## config.mk

```make
export PLATFORM = sky130hd
export DESIGN_NAME = lpmc_ctrl
export DESIGN_NICKNAME = d
export VERILOG_FILES = /design/src/verilog/lpmc_pkg.sv /design/src/verilog/lpmc_ctrl.sv /design/src/verilog/lpmc_wake_log.sv
export SDC_FILE = /design/constraint.sdc
export NUM_CORES = 1
export LEC_CHECK = 0
export BUFFER_PORTS_ARGS = -buffer_cell sky130_fd_sc_hd__buf_2
export CORE_MARGIN = 2
export CORE_UTILIZATION = 40
export CTS_CLUSTER_SIZE = 16
export DETAILED_ROUTE_END_ITERATION = 8
export HOLD_SLACK_MARGIN = 0.02
export PLACE_DENSITY = 0.67
export SYNTH_ARGS = -nofsm -noshare
export SYNTH_HDL_FRONTEND = slang
export SYNTH_HIERARCHICAL = 1
export SYNTH_SLANG_ARGS = --single-unit
```

## constraint.sdc

```tcl
create_clock -name CORE_CLK_I -period 2.2 [get_ports CORE_CLK_I]
set_input_delay 0.44 -clock CORE_CLK_I [delete_from_list [all_inputs] [get_ports CORE_CLK_I]]
set_output_delay 0.44 -clock CORE_CLK_I [all_outputs]
set_load 0.005 [all_outputs]
```

## src/verilog/lpmc_pkg.sv

```systemverilog
// Shared constants and types for the low-power mode controller.
// Assumes one 20 MHz core clock and a synchronous active-high reset.
package lpmc_pkg;

	// ********************************
	// Modes and states
	// ********************************
	typedef enum logic [3:0] {
		ST_RUN, ST_LP_RUN, ST_SLEEP, ST_LP_SLEEP, ST_STOP_RTC, ST_STOP_NORTC,
		ST_STOP_EXIT, ST_STBY_RTC, ST_STBY_NORTC, ST_STBY_EXIT
	} lpmc_state_t;

	// Codes 6 and 7 are illegal and ignored
	typedef enum logic [2:0] {
		MODE_SLEEP, MODE_LP_SLEEP, MODE_STOP_RTC, MODE_STOP_NORTC, MODE_STBY_RTC, MODE_STBY_NORTC
	} lpmc_mode_t;

	// ********************************
	// Voltage ranges and CPU ceilings (kHz)
	// ********************************
	localparam logic [1:0] RANGE_1 = 2'h1;
	localparam logic [1:0] RANGE_2 = 2'h2;
	localparam logic [1:0] RANGE_3 = 2'h3;
	localparam logic [1:0] RANGE_RESET = RANGE_2;
	localparam logic [15:0] FREQ_RANGE_1 = 16'h7D00;
	localparam logic [15:0] FREQ_RANGE_2 = 16'h3E80;
	localparam logic [15:0] FREQ_RANGE_3 = 16'h1068;
	localparam logic [15:0] FREQ_LP_RUN = 16'h0083;
	localparam logic [15:0] FREQ_STOPPED = 16'h0000;

	// ********************************
	// Oscillator enable vector
	// ********************************
	localparam int OSC_W = 6;
	localparam int OSC_PLL = 0;
	localparam int OSC_MULTISPEED = 1;
	localparam int OSC_FAST_RC = 2;
	localparam int OSC_FAST_XTAL = 3;
	localparam int OSC_SLOW_XTAL = 4;
	localparam int OSC_SLOW_RC = 5;
	localparam logic [5:0] OSC_RESET = 6'h02;
	localparam logic [5:0] OSC_LP_MASK = 6'h3A;
	localparam logic [5:0] OSC_SLOW_MASK = 6'h30;
	localparam logic [5:0] OSC_NONE = 6'h00;

	// ********************************
	// Wake cause vector
	// ********************************
	localparam int CAUSE_W = 16;
	localparam int CAUSE_GPIO = 0;
	localparam int CAUSE_SVD = 1;
	localparam int CAUSE_COMP = 2;
	localparam int CAUSE_ALARM_A = 3;
	localparam int CAUSE_ALARM_B = 4;
	localparam int CAUSE_TAMPER = 5;
	localparam int CAUSE_TSTAMP = 6;
	localparam int CAUSE_WAKE_TIMER = 7;
	localparam int CAUSE_PERIPH = 8;
	localparam int CAUSE_WAKE_PIN = 9;
	localparam int CAUSE_EXT_RESET = 10;
	localparam int CAUSE_WATCHDOG = 11;
	localparam int CAUSE_IRQ = 12;
	localparam logic [15:0] CAUSE_SLEEP_MASK = 16'h11FF;
	localparam logic [15:0] CAUSE_STOP_RTC_MASK = 16'h01FF;
	localparam logic [15:0] CAUSE_STOP_NORTC_MASK = 16'h0107;
	localparam logic [15:0] CAUSE_STBY_RTC_MASK = 16'h0EF8;
	localparam logic [15:0] CAUSE_STBY_NORTC_MASK = 16'h0600;
	localparam logic [15:0] CAUSE_RTC_MASK = 16'h00F8;

	// ********************************
	// Wake log and timing
	// ********************************
	localparam int LOG_DEPTH = 8;
	localparam int LOG_AW = 3;
	localparam int CLK_PERIOD_NS = 50;
	localparam int STOP_WAKE_NS = 3500;
	localparam int STBY_EXIT_NS = 60000;
	localparam logic [10:0] STOP_WAKE_CYC = 11'(STOP_WAKE_NS / CLK_PERIOD_NS);
	localparam logic [10:0] STBY_EXIT_CYC = 11'(STBY_EXIT_NS / CLK_PERIOD_NS);
	localparam logic [10:0] STOP_LAST = STOP_WAKE_CYC - 11'h002;
	localparam logic [10:0] STBY_LAST = STBY_EXIT_CYC - 11'h002;

endpackage

```

## src/verilog/lpmc_ctrl.sv

```systemverilog
// Power-mode sequencer: voltage range, sleep, stop and standby control.
// Assumes all inputs synchronous to CORE_CLK_I and software driving the mode pins.

// Functional notes
// - Three voltage ranges cap the CPU at 32 MHz, 16 MHz and 4.2 MHz.
// - Seven reduced-power modes: sleep, LP run, LP sleep, two stops, two standbys.
// - Sleep halts only the CPU clock; any interrupt or event wakes it, comparator events only with the reference on.
// - LP run uses multispeed oscillator low setting, at most 131 kHz, regulator low.
// - LP sleep is sleep with the regulator held in low-power state.
// - Wake from LP sleep returns to run with the regulator on.
// - Stop with clock gates core clocks, fast oscillators off, slow ones run.
// - Both stop modes keep RAM and register contents.
// - In stop a wake-capable peripheral may request the fast internal oscillator.
// - Any wake source of the active stop mode wakes it within 3.5 us.
// - Stop with clock wakes on GPIO, detector, clock events and peripheral wakes.
// - Comparator events wake stop only while the reference voltage is on.
// - Stop without clock stops all clocks and every oscillator but a requested fast RC.
// - Stop without clock still wakes on GPIO, detector, comparators, peripheral wakes.
// - Standby with clock powers off regulator and core, fast oscillators off.
// - Standby loses RAM and registers except the standby circuitry.
// - Standby exits within 60 us on reset or wake pins; with clock also on watchdog or clock events.
module lpmc_ctrl
(
	input wire logic CORE_CLK_I,
	input wire logic RST_I,
	input wire logic [1:0] VOLT_RANGE_I,
	input wire logic LP_RUN_REQ_I,
	input wire logic ENTER_I,
	input wire lpmc_pkg::lpmc_mode_t MODE_I,
	input wire logic [lpmc_pkg::OSC_W-1:0] OSC_RUN_EN_I,
	input wire logic FAST_RC_REQ_I,
	input wire logic PERIPH_IRQ_I,
	input wire logic EVT_GPIO_I,
	input wire logic EVT_SVD_I,
	input wire logic EVT_COMP1_I,
	input wire logic EVT_COMP2_I,
	input wire logic VREF_EN_I,
	input wire logic EVT_RTC_ALARM_A_I,
	input wire logic EVT_RTC_ALARM_B_I,
	input wire logic EVT_RTC_TAMPER_I,
	input wire logic EVT_RTC_TSTAMP_I,
	input wire logic EVT_RTC_WAKE_TIMER_I,
	input wire logic [4:0] EVT_PERIPH_WAKE_I,
	input wire logic [2:0] WAKE_PIN_I,
	input wire logic EXTERNAL_RESET_PIN_N_I,
	input wire logic WATCHDOG_RST_I,
	input wire logic STANDBY_FLAG_CLR_I,
	input wire logic [lpmc_pkg::LOG_AW-1:0] LOG_RD_ADDR_I,
	output lpmc_pkg::lpmc_state_t POWER_STATE_O,
	output logic CPU_CLK_EN_O,
	output logic REG_LOW_POWER_O,
	output logic REG_OFF_O,
	output logic CORE_PWR_O,
	output logic CORE_RST_O,
	output logic RAM_RETAIN_O,
	output logic MULTISPEED_OSC_LOW_O,
	output logic [lpmc_pkg::OSC_W-1:0] OSC_EN_O,
	output logic [15:0] FREQ_CAP_KHZ_O,
	output logic [1:0] ACTIVE_RANGE_O,
	output logic WAKE_O,
	output logic STANDBY_FLAG_O,
	output logic [lpmc_pkg::CAUSE_W-1:0] LOG_RD_DATA_O
);
	import lpmc_pkg::*;

	// ********************************
	// State
	// ********************************
	typedef struct packed {
		lpmc_state_t state;
		logic [10:0] cnt;
		logic [1:0] range;
		logic [2:0] pin_prev;
		logic stby_flag;
		logic [LOG_AW-1:0] log_ptr;
		logic log_we;
		logic [CAUSE_W-1:0] log_data;
		logic wake_pulse;
		logic [OSC_W-1:0] osc_en;
		logic cpu_clk_en;
		logic reg_lp;
		logic reg_off;
		logic core_pwr;
		logic core_rst;
		logic retain;
		logic msi_low;
		logic [15:0] freq_cap;
	} lpmc_regs_t;

	lpmc_regs_t r;
	lpmc_regs_t next_r;
	logic [CAUSE_W-1:0] cause;
	logic in_stop;
	logic in_stby;

	function automatic logic mask_hit(input logic [CAUSE_W-1:0] c, input logic [CAUSE_W-1:0] m);
		mask_hit = |(c & m);
	endfunction

	function automatic logic [15:0] range_cap(input logic [1:0] rng);
		unique case (rng)
			RANGE_1: range_cap = FREQ_RANGE_1;
			RANGE_3: range_cap = FREQ_RANGE_3;
			default: range_cap = FREQ_RANGE_2;
		endcase
	endfunction

	// ********************************
	// Wake cause collection
	// ********************************
	always_comb
	begin
		cause = '0;
		cause[CAUSE_GPIO] = EVT_GPIO_I;
		cause[CAUSE_SVD] = EVT_SVD_I;
		// Comparators count only with the reference on
		cause[CAUSE_COMP] = VREF_EN_I & (EVT_COMP1_I | EVT_COMP2_I);
		cause[CAUSE_ALARM_A] = EVT_RTC_ALARM_A_I;
		cause[CAUSE_ALARM_B] = EVT_RTC_ALARM_B_I;
		cause[CAUSE_TAMPER] = EVT_RTC_TAMPER_I;
		cause[CAUSE_TSTAMP] = EVT_RTC_TSTAMP_I;
		cause[CAUSE_WAKE_TIMER] = EVT_RTC_WAKE_TIMER_I;
		cause[CAUSE_PERIPH] = |EVT_PERIPH_WAKE_I;
		// Wake pins act on the rising edge only
		cause[CAUSE_WAKE_PIN] = |(WAKE_PIN_I & ~r.pin_prev);
		cause[CAUSE_EXT_RESET] = ~EXTERNAL_RESET_PIN_N_I;
		cause[CAUSE_WATCHDOG] = WATCHDOG_RST_I;
		cause[CAUSE_IRQ] = PERIPH_IRQ_I;
	end

	assign in_stop = (r.state == ST_STOP_RTC) || (r.state == ST_STOP_NORTC);
	assign in_stby = (r.state == ST_STBY_RTC) || (r.state == ST_STBY_NORTC);

	// ********************************
	// Next-state logic
	// ********************************
	always_comb
	begin
		next_r = r;
		next_r.wake_pulse = 1'b0;
		next_r.log_we = 1'b0;
		next_r.pin_prev = WAKE_PIN_I;
		if (r.log_we)
		begin
			next_r.log_ptr = r.log_ptr + 3'h1;
		end
		if (STANDBY_FLAG_CLR_I)
		begin
			next_r.stby_flag = 1'b0;
		end
		unique case (r.state)
			ST_RUN, ST_LP_RUN:
			begin
				if (r.state == ST_RUN && VOLT_RANGE_I != 2'h0)
				begin
					next_r.range = VOLT_RANGE_I;
				end
				next_r.state = LP_RUN_REQ_I ? ST_LP_RUN : ST_RUN;
				if (ENTER_I)
				begin
					case (MODE_I)
						MODE_SLEEP: next_r.state = ST_SLEEP;
						MODE_LP_SLEEP: next_r.state = ST_LP_SLEEP;
						MODE_STOP_RTC: next_r.state = ST_STOP_RTC;
						MODE_STOP_NORTC: next_r.state = ST_STOP_NORTC;
						MODE_STBY_RTC: next_r.state = ST_STBY_RTC;
						MODE_STBY_NORTC: next_r.state = ST_STBY_NORTC;
						default: next_r.state = r.state;
					endcase
				end
			end
			ST_SLEEP, ST_LP_SLEEP:
			begin
				if (mask_hit(cause, CAUSE_SLEEP_MASK))
				begin
					next_r.state = ST_RUN;
					next_r.wake_pulse = 1'b1;
					next_r.log_we = 1'b1;
					next_r.log_data = cause & CAUSE_SLEEP_MASK;
				end
			end
			ST_STOP_RTC, ST_STOP_NORTC:
			begin
				if (mask_hit(cause, (r.state == ST_STOP_RTC) ? CAUSE_STOP_RTC_MASK : CAUSE_STOP_NORTC_MASK))
				begin
					next_r.state = ST_STOP_EXIT;
					next_r.cnt = '0;
					next_r.log_we = 1'b1;
					next_r.log_data = cause & ((r.state == ST_STOP_RTC) ? CAUSE_STOP_RTC_MASK : CAUSE_STOP_NORTC_MASK);
				end
			end
			ST_STOP_EXIT:
			begin
				// Oscillator restart window, bounded by the stop wake time
				next_r.cnt = r.cnt + 11'h001;
				if (r.cnt == STOP_LAST)
				begin
					next_r.state = ST_RUN;
					next_r.wake_pulse = 1'b1;
				end
			end
			ST_STBY_RTC, ST_STBY_NORTC:
			begin
				if (mask_hit(cause, (r.state == ST_STBY_RTC) ? CAUSE_STBY_RTC_MASK : CAUSE_STBY_NORTC_MASK))
				begin
					next_r.state = ST_STBY_EXIT;
					next_r.cnt = '0;
					next_r.log_we = 1'b1;
					next_r.log_data = cause & ((r.state == ST_STBY_RTC) ? CAUSE_STBY_RTC_MASK : CAUSE_STBY_NORTC_MASK);
				end
			end
			ST_STBY_EXIT:
			begin
				next_r.cnt = r.cnt + 11'h001;
				// Core state is gone; restart from defaults as after reset
				next_r.range = RANGE_RESET;
				if (r.cnt == STBY_LAST)
				begin
					next_r.state = ST_RUN;
					next_r.wake_pulse = 1'b1;
					next_r.stby_flag = 1'b1;
				end
			end
		endcase

		// Registered power controls, derived from the coming state
		next_r.cpu_clk_en = 1'b0;
		next_r.reg_lp = 1'b0;
		next_r.reg_off = 1'b0;
		next_r.core_pwr = 1'b1;
		next_r.core_rst = 1'b0;
		next_r.retain = 1'b1;
		next_r.msi_low = 1'b0;
		next_r.osc_en = OSC_RUN_EN_I;
		next_r.freq_cap = range_cap(next_r.range);
		unique case (next_r.state)
			ST_RUN:
			begin
				next_r.cpu_clk_en = 1'b1;
			end
			ST_SLEEP:
			begin
				// Peripherals keep their clocks
				next_r.cpu_clk_en = 1'b0;
			end
			ST_LP_RUN, ST_LP_SLEEP:
			begin
				next_r.cpu_clk_en = (next_r.state == ST_LP_RUN);
				next_r.reg_lp = 1'b1;
				next_r.msi_low = 1'b1;
				next_r.freq_cap = FREQ_LP_RUN;
				next_r.osc_en = (OSC_RUN_EN_I & OSC_LP_MASK) | OSC_RESET;
			end
			ST_STOP_RTC, ST_STOP_NORTC:
			begin
				next_r.reg_lp = 1'b1;
				next_r.freq_cap = FREQ_STOPPED;
				next_r.osc_en = (next_r.state == ST_STOP_RTC) ? (OSC_RUN_EN_I & OSC_SLOW_MASK) : OSC_NONE;
				next_r.osc_en[OSC_FAST_RC] = FAST_RC_REQ_I;
			end
			ST_STOP_EXIT:
			begin
				next_r.freq_cap = FREQ_STOPPED;
			end
			ST_STBY_RTC, ST_STBY_NORTC:
			begin
				next_r.reg_off = 1'b1;
				next_r.core_pwr = 1'b0;
				next_r.retain = 1'b0;
				next_r.freq_cap = FREQ_STOPPED;
				next_r.osc_en = (next_r.state == ST_STBY_RTC) ? (OSC_RUN_EN_I & OSC_SLOW_MASK) : OSC_NONE;
			end
			ST_STBY_EXIT:
			begin
				next_r.core_rst = 1'b1;
				next_r.retain = 1'b0;
				next_r.freq_cap = FREQ_STOPPED;
				next_r.osc_en = OSC_RESET;
			end
		endcase
		// A set in the same cycle beats software's clear
		if (r.state == ST_STBY_EXIT && r.cnt == STBY_LAST)
		begin
			next_r.stby_flag = 1'b1;
		end
	end

	always_ff @(posedge CORE_CLK_I)
	begin
		if (RST_I)
		begin
			r <= '{state: ST_RUN, cnt: 11'h000, range: RANGE_RESET, pin_prev: 3'h7, stby_flag: 1'b0,
				log_ptr: 3'h0, log_we: 1'b0, log_data: 16'h0000, wake_pulse: 1'b0, osc_en: OSC_RESET,
				cpu_clk_en: 1'b1, reg_lp: 1'b0, reg_off: 1'b0, core_pwr: 1'b1, core_rst: 1'b0,
				retain: 1'b1, msi_low: 1'b0, freq_cap: FREQ_RANGE_2};
		end
		else
		begin
			r <= next_r;
		end
	end

	// ********************************
	// Retained wake log
	// ********************************
	lpmc_wake_log u_log
	(
		.clk_i(CORE_CLK_I),
		.we_i(r.log_we),
		.wr_addr_i(r.log_ptr),
		.wr_data_i(r.log_data),
		.rd_addr_i(LOG_RD_ADDR_I),
		.rd_data_o(LOG_RD_DATA_O)
	);

	assign POWER_STATE_O = r.state;
	assign CPU_CLK_EN_O = r.cpu_clk_en;
	assign REG_LOW_POWER_O = r.reg_lp;
	assign REG_OFF_O = r.reg_off;
	assign CORE_PWR_O = r.core_pwr;
	assign CORE_RST_O = r.core_rst;
	assign RAM_RETAIN_O = r.retain;
	assign MULTISPEED_OSC_LOW_O = r.msi_low;
	assign OSC_EN_O = r.osc_en;
	assign FREQ_CAP_KHZ_O = r.freq_cap;
	assign ACTIVE_RANGE_O = r.range;
	assign WAKE_O = r.wake_pulse;
	assign STANDBY_FLAG_O = r.stby_flag;

	// ********************************
	// Assertions
	// ********************************
	localparam int STOP_WAKE_BOUND = int'(STOP_WAKE_CYC);
endmodule

```

## src/verilog/lpmc_wake_log.sv

```systemverilog
// Small retained memory of recent wake causes.
// Assumes it sits in the always-powered standby domain.
module lpmc_wake_log
(
	input wire logic clk_i,
	input wire logic we_i,
	input wire logic [lpmc_pkg::LOG_AW-1:0] wr_addr_i,
	input wire logic [lpmc_pkg::CAUSE_W-1:0] wr_data_i,
	input wire logic [lpmc_pkg::LOG_AW-1:0] rd_addr_i,
	output logic [lpmc_pkg::CAUSE_W-1:0] rd_data_o
);
	import lpmc_pkg::*;

	// No reset on the array; unwritten words read undefined
	logic [CAUSE_W-1:0] mem [LOG_DEPTH];

	always_ff @(posedge clk_i)
	begin
		if (we_i)
		begin
			mem[wr_addr_i] <= wr_data_i;
		end
		rd_data_o <= mem[rd_addr_i];
	end

endmodule
```

==> PnR_summary.wiki, run 1 <==
{| class="wikitable"
! Metric !! Value
|-
| Status || finished, final reports clean
|-
| Maximum fanout encountered on the critical timing path || 4
|-
| CP required || 2.58 ns
|-
| Critical path arrival || 2.51 ns
|-
| Post-synth EDFFs || 128
|-
| Number of sinks driven by the clock tree || 203
|-
| Number of buffers on the longest clock path || 3
|-
| Largest vdd supply drop || 0.407 mV
|-
| Clock tree from TritonCTS || yes
|-
| Final-stage net count || 763
|-
| Fraction of layout instances using a drive strength above 1 || 31.8%
|-
| Overall via count from detail_route || 5101
|-
| Starting density of the core || 41.0%
|-
| H-Tree Depth || 1
|-
| Die Width || 148 um
|-
| Final Hold Fails || 0
|-
| Crit-path max cell delay || 0.56 ns
|-
| Share of cell area taken by muxes after synthesis || 12.4%
|-
| Yosys top cell area share || 46.2%
|-
| Async S/R FF share, synth || 0%
|-
| Dominant cell type by area after synthesis || sky130_fd_sc_hd__edfxtp_1
|-
| Top_reg_cell synth || sky130_fd_sc_hd__edfxtp_1
|-
| I/O pin count || 94
|-
| Area fraction in and, or, nand and nor cells after synthesis || 10.9%
|-
| Cell-by-cell listing of the critical path || nand2b_1, or4bb_1, o21ai_2, and3_1, and2_1, nand3_1, a21o_1
|-
| Final Critical Period || 2.13 ns
|-
| Clock transition at the registers of the reported paths || 0.06 ns
|-
| Half-perimeter wire length of the detailed placement result || 11.7 mm
|-
| Count of unresolved DRC violations after routing || 0
|-
| Synth area leaders || sky130_fd_sc_hd__edfxtp_1 (46%), sky130_fd_sc_hd__dfxtp_1 (18%), sky130_fd_sc_hd__mux4_1 (8.8%)
|-
| Kind of path behind the tightest hold check || primary input to flip-flop
|-
| Worst setup EP type || flip-flop
|-
| Synth cell count leaders || sky130_fd_sc_hd__edfxtp_1 (128), sky130_fd_sc_hd__dfxtp_1 (75), sky130_fd_sc_hd__nor2_1 (52)
|-
| Worst Path Class, Setup || flip-flop to flip-flop
|-
| Total power per unit cell area || 826 nW/um^2
|-
| Number of buffers created by CTS || 21
|-
| Placeable Area || 20300 um^2
|-
| Clock tree root buffer cell || sky130_fd_sc_hd__clkbuf_16
|-
| Routed length per placed instance || 17.5 um
|-
| Master of the slowest instance on the critical path || sky130_fd_sc_hd__or4bb_1
|-
| Worst hold slack || 0.148 ns
|-
| Cell count after synthesis || 572
|-
| Router iterations before antenna repair || 5
|-
| Post-synth design cell area || 8320 um^2
|-
| Area share of fa/ha/maj cells after synthesis || 0.601%
|-
| Routed WL || 17.5 mm
|-
| Total of warnings raised by yosys || 6
|-
| Share of the synthesized area in compound gates (AO/OA/AOI/OAI) || 6.18%
|-
| Average footprint of a synthesized cell || 14.6 um^2
|-
| Count of inserted antenna diode cells || 0
|-
| Number of antenna violations at the first check in global routing || 0
|-
| Count of cell types in the netlist || 69
|-
| Xor/xnor cell area share of the yosys netlist || 1.26%
|-
| Number of core rows || 52
|-
| Maximum frequency from static timing analysis || 0.470 GHz
|-
| First-pass GRT wire length || 27.6 mm
|-
| Total global routing overflow || 0
|-
| Setup-violating endpoint count in the final report || 0
|-
| Sum Neg Setup Slack || 0 ns
|-
| Overall die area || 22000 um^2
|-
| Drt initial violations || 266
|-
| Number of violations of the max-capacitance limit || 0
|-
| Filler Cells Inserted || 1747
|-
| Routability cong. || 0.915
|-
| Launching element type of the critical path || flip-flop
|-
| Largest net degree at the start of global routing || 33
|-
| Antenna viol nets, final || 0
|-
| Dominant combinational cell family by area after synthesis || multiplexers
|-
| Area Growth Syn to Fin || 20.5%
|-
| Static leakage power || 0.00386 uW
|-
| Total design power || 8280 uW
|-
| Number of synthesized register bits || 203
|-
| Vias per std cell || 5.09
|-
| Via count of the first global-routing pass || 5387
|-
| Sequential share of the synthesized area || 64.2%
|-
| Height of the die || 148 um
|-
| Total Routing Usage GR || 16.0%
|-
| Clock latency reported for the late side of the worst-skew pair || 0.49 ns
|-
| PortBufs || 90
|-
| Tcrit/Tclk final || 96.7%
|-
| Final number of max-transition violations || 0
|-
| Worst setup skew after layout || 0.00762 ns
|-
| Most used standard cell by instance count after synthesis || sky130_fd_sc_hd__edfxtp_1
|}
[cells by family (layout without fill, tap and decap cells)]
logic type,Yosys count,in the layout
AO/OA/AOI/OAI,77,77
XOR/XNOR,12,12
multiplexers,51,51
adder cells (fa/ha/maj),4,4
buffers and inverters,60,194
other,1,27
AND/OR/NAND/NOR,164,164
flip-flops,203,203
[critical path, delay by kind of cell, from the launching register on]
family	cells	cell delay (ns)
flops	1	0.30
compound gates	2	0.43
simple gates	5	1.28
[cell usage in the layout (no fill, tap or decap), types with 3 or more instances in the layout]
master and count:
sky130_fd_sc_hd__dfxtp_1 72, sky130_fd_sc_hd__a22oi_1 10, sky130_fd_sc_hd__mux2i_1 3, sky130_fd_sc_hd__o22ai_1 3, sky130_fd_sc_hd__and3_1 7, sky130_fd_sc_hd__buf_4 56
sky130_fd_sc_hd__ha_1 4, sky130_fd_sc_hd__o21a_1 3, sky130_fd_sc_hd__nand2_1 22, sky130_fd_sc_hd__edfxtp_1 128, sky130_fd_sc_hd__nor3_1 10, sky130_fd_sc_hd__nand2b_1 14
sky130_fd_sc_hd__nand3_4 3, sky130_fd_sc_hd__clkbuf_16 21, sky130_fd_sc_hd__a21o_1 5, sky130_fd_sc_hd__a31o_2 3, sky130_fd_sc_hd__buf_2 90, sky130_fd_sc_hd__inv_1 9
sky130_fd_sc_hd__nand3_2 3, sky130_fd_sc_hd__nor2b_1 3, sky130_fd_sc_hd__conb_1 27, sky130_fd_sc_hd__mux4_1 28, sky130_fd_sc_hd__or2_2 3, sky130_fd_sc_hd__xor2_1 6
sky130_fd_sc_hd__nand4_1 4, sky130_fd_sc_hd__nand3_1 7, sky130_fd_sc_hd__clkbuf_1 7, sky130_fd_sc_hd__o211ai_1 3, sky130_fd_sc_hd__nor3b_1 4, sky130_fd_sc_hd__nor3_2 3
sky130_fd_sc_hd__mux4_2 4, sky130_fd_sc_hd__nor2_1 52, sky130_fd_sc_hd__a21oi_1 23, sky130_fd_sc_hd__xnor2_1 6, sky130_fd_sc_hd__clkinv_1 5, sky130_fd_sc_hd__mux2_2 16
sky130_fd_sc_hd__o21ai_0 8
[registers in the layout (all words and copies together) (netlist names)]
register / cells
ACTIVE_RANGE_O: 2
REG_LOW_POWER_O: 1
CPU_CLK_EN_O: 1
u_log/rd_data_o: 16
RAM_RETAIN_O: 1
WAKE_O: 1
u_log/mem: 128
CORE_PWR_O: 1
CORE_RST_O: 1
FREQ_CAP_KHZ_O: 7
POWER_STATE_O: 4
OSC_EN_O: 6
MULTISPEED_OSC_LOW_O: 1
r: 31
REG_OFF_O: 1
STANDBY_FLAG_O: 1
[layout make-up]
cell class / instances / area, um^2 / share of cell area (%)
Multi-Input combinational cell: 335 / 2790 / 27.9
Clock buffer: 28 / 552 / 5.50
Clock inverter: 9 / 48.8 / 0.486
Inverter: 9 / 33.8 / 0.337
Tap cell: 270 / 338 / 3.37
Sequential cell: 203 / 5350 / 53.4
Timing Repair Buffer: 148 / 911 / 9.08
[power by group]
group          switching, uW  total [uW]  internal [uW]  leakage (uW)
Combinational            453         876            423       0.00175
Sequential               101        4280           4180       0.00182
Clock                   1360        3130           1770      0.000293
Total                   1910        8280           6370       0.00386
[per-layer routing]
metal,up-vias,track usage [%],share of wire [%]
met3,31,3.13,5.6
met2,171,26.9,48
met4,0,4.67,2.2
met1,2472,21.1,44
li1,2427,-,-
met5,-,0,0
[stage by stage]
step | area, um^2 | instances | util [%] | setup slack (ns)
after detailed placement | 9370 | 964 | 46.2 | -0.389
after CTS | 10000 | 1001 | 49.3 | 0.00579
after floorplan | 8460 | 598 | - | -0.151
after global routing | 10000 | 1002 | 49.4 | -0.0135
after global placement | 9370 | 964 | 46.2 | -0.315
final | 10000 | 1002 | 49.4 | 0.0726
[final timing paths]
kind / start / to / slack (ns) / cells past startpoint
min reg2reg: STANDBY_FLAG_O / STANDBY_FLAG_O / 0.51 / 2
max reg2reg: r[53] / RAM_RETAIN_O / 0.07 / 7
max: r[53] / RAM_RETAIN_O / 0.07 / 7
min: WAKE_PIN_I[0] / r[51] / 0.15 / 2
[what timing repair did]
| action | in CTS | in global routing |
|---|---|---|
| pin swaps | 0 | 1 |
| setup buffers | 0 | 1 |
| resized for setup | 8 | 11 |
| hold buffers | 0 | 0 |
| endpoints found under the setup margin | 25 | 40 |
Power figures use the tool's default switching activity.
==> run 2: changes to the inputs <==
Settings changed: CORE_UTILIZATION 40 to 35, PLACE_DENSITY 0.67 to 0.61.
==> run 2 against run 1 <==
Against the previous run: maximum frequency grew 1.9%; clock skew up 0.0044 ns; die area up 14%; non-clock buffer count increased by 8; worst hold slack worse by 0.0088 ns; setup slack improved by 0.041 ns; power up 7.9%; critical endpoint is now r[62]; largest cell class unchanged.
==> PnR_summary.wiki, run 2 (synthesized netlist as in run 1, its figures left out) <==
{| class="wikitable"
! Metric !! Value
|-
| Worst slew margin relative to its limit || 59.5%
|-
| Fin worst setup slack || 0.113 ns (+0.0405 ns)
|-
| Clock tree root buffer cell || sky130_fd_sc_hd__clkbuf_16
|-
| Setup-violating endpoint count in the final report || 0 (unchanged)
|-
| Vias per std cell || 4.76 (-6.5%)
|-
| Via count of the first global-routing pass || 4958 (-8.0%)
|-
| Final Critical Period || 2.09 ns (-0.0405 ns)
|-
| Total global routing overflow || 0 (unchanged)
|-
| Drt initial violations || 291 (+9.4%)
|-
| Placeable Area || 23400 um^2 (+15%)
|-
| Number of buffers on the longest clock path || 3 (unchanged)
|-
| Count of unresolved DRC violations after routing || 0 (unchanged)
|-
| Clock transition at the registers of the reported paths || 0.06 ns (about the same)
|-
| Worst setup skew after layout || 0.0120 ns (+0.00441 ns)
|-
| Final-stage net count || 772 (+1.2%)
|-
| Highest metal layer with signal wires || met5
|-
| CP required || 2.57 ns (about the same)
|-
| Regs by FF count || u_log/mem x128, r x31, u_log/rd_data_o x16
|-
| FF+latch area || 5350 um^2 (about the same)
|-
| Area occupied by multi-input gates || 2810 um^2 (+0.67%)
|-
| Area Growth Syn to Fin || 24.0%
|-
| Maximum fanout encountered on the critical timing path || 6 (+2)
|-
| WL met3 || 1.02 mm (+4.2%)
|-
| PortBufs || 90 (unchanged)
|-
| Post CTS Setup Buffer Count || 0 (unchanged)
|-
| Total power per unit cell area || 866 nW/um^2 (+4.9%)
|-
| Total Routing Usage GR || 14.0% (-1.9 points)
|-
| Half-perimeter wire length of the detailed placement result || 11.6 mm (-0.94%)
|-
| Height of the die || 158 um (+6.7%)
|-
| Largest net degree at the start of global routing || 33 (unchanged)
|-
| Clock latency reported for the late side of the worst-skew pair || 0.50 ns (about the same)
|-
| Master of the slowest instance on the critical path || sky130_fd_sc_hd__or3b_4
|-
| Router iterations before antenna repair || 4 (-1)
|-
| Worst Path Class, Setup || flip-flop to flip-flop
|-
| Status || finished, final reports clean
|-
| Launching element type of the critical path || flip-flop
|-
| Final number of max-transition violations || 0 (unchanged)
|-
| Routed length on met2 || 8.17 mm (-2.7%)
|-
| Critical path's top delay family || simple AND/OR/NAND/NOR gates
|-
| Most common cell after layout, fill and taps aside || sky130_fd_sc_hd__edfxtp_1
|-
| Number of violations of the max-capacitance limit || 0 (unchanged)
|-
| Overall via count from detail_route || 5061 (-0.78%)
|-
| Place WS || -0.382 ns (+0.00627 ns)
|-
| Routed WL || 17.4 mm (-0.79%)
|-
| Total design power || 8940 uW (+7.9%)
|-
| Filler Cells Inserted || 2138 (+22%)
|-
| Post-Layout Inst Area || 10300 um^2 (+2.9%)
|-
| Final Hold Fails || 0 (unchanged)
|-
| Routed metal-1 wirelength || 7.87 mm (+1.5%)
|-
| Number of core rows || 56 (+7.7%)
|-
| Routability cong. || 0.843 (-7.9%)
|-
| Fraction of layout instances using a drive strength above 1 || 33.9% (+2.1 points)
|-
| Tcrit/Tclk final || 94.9% (-1.8 points)
|-
| Most used cells in the layout excluding fill and tap cells || sky130_fd_sc_hd__edfxtp_1 (128), sky130_fd_sc_hd__buf_2 (90), sky130_fd_sc_hd__dfxtp_1 (71)
|-
| Crit-path max cell delay || 0.43 ns (-0.13 ns)
|-
| Largest vdd supply drop || 0.465 mV (+14%)
|-
| DP Area || 9500 um^2 (+1.4%)
|-
| Total buffers and inverters traversed by the critical path || 0 (unchanged)
|-
| Critical path arrival || 2.46 ns (-0.05 ns)
|-
| Routed length per placed instance || 16.4 um (-6.5%)
|-
| I/O pin count || 94 (unchanged)
|-
| Number of antenna violations at the first check in global routing || 2 (+2)
|-
| Maximum frequency from static timing analysis || 0.479 GHz (+1.9%)
|-
| Flip-flop count of the largest register, all copies and words added || 128 (unchanged)
|-
| H-Tree Depth || 1 (unchanged)
|-
| Worst setup EP type || flip-flop
|-
| Static leakage power || 0.00398 uW (+3.0%)
|-
| Overall die area || 25000 um^2 (+14%)
|-
| Cell-by-cell listing of the critical path || or3b_4, o21a_1, a211o_1, and3_2, nand4_1, xor2_1, nor2_1
|-
| First-pass GRT wire length || 26.9 mm (-2.6%)
|-
| Slew @ Worst Pin || 0.601 ns
|-
| Starting density of the core || 35.6% (-5.4 points)
|-
| Number of buffers created by CTS || 22 (+4.8%)
|-
| Register bank with the most flops || u_log/mem
|-
| Antenna viol nets, final || 0 (unchanged)
|-
| Clock tree from TritonCTS || yes
|-
| Die Width || 158 um (+6.7%)
|-
| Kind of path behind the tightest hold check || primary input to flip-flop
|-
| Number of sinks driven by the clock tree || 203 (unchanged)
|}
run 2: area by class of cell:
type,instances,share of cell area [%]
clock inverters,7,1.20
clock buffers,33,6.12
inverters,9,0.327
multi-input cells,335,27.2
well taps,319,3.87
repair buffers,156,9.40
diodes,1,0.0242
flip-flops and latches,203,51.8
run 2: metal layers:
| metal | global-route usage (%) | up-vias |
|---|---|---|
| li1 | - | 2444 |
| met1 | 18.5 | 2456 |
| met2 | 23.2 | 129 |
| met3 | 3.72 | 28 |
| met4 | 3.47 | 4 |
| met5 | 0 | - |
run 2: stage by stage:
step	TNS, ns	hold WS [ns]	util [%]	cells
after floorplan	-1.72	0.462	-	598
after global placement	-12.37	0.505	40.6	1022
after detailed placement	-12.50	0.518	40.6	1022
after CTS	0	0.117	43.9	1062
after global routing	-0.0129	0.135	44.1	1062
final	0	0.139	44.1	1063
run 2: path summary, 6_finish.rpt:
check / end / startpoint / slack (ns) / depth (start not counted)
max: r[62] / POWER_STATE_O[3] / 0.11 / 7
min: r[51] / WAKE_PIN_I[0] / 0.14 / 2
max reg2reg: r[62] / POWER_STATE_O[3] / 0.11 / 7
min reg2reg: STANDBY_FLAG_O / STANDBY_FLAG_O / 0.51 / 2
run 2: what timing repair did:
item,CTS,global route
setup endpoints to repair,22,30
hold buffers,0,0
pin swaps,0,2
resized for setup,3,18
run 2: power breakdown:
group / internal (uW) / total (uW) / switching [uW]
sequential: 4180 / 4270 / 92.7
clock: 2340 / 3780 / 1440
combinational: 434 / 888 / 454
total: 6950 / 8940 / 1990
run 2: worst register-to-register path, delay by kind of cell (launching register included):
kind | cells | cell delay, ns
DFF | 1 | 0.39
and+or+nand+nor | 4 | 0.84
xor gates and xnor gates | 1 | 0.16
AOI/OAI and AO/OA | 2 | 0.56
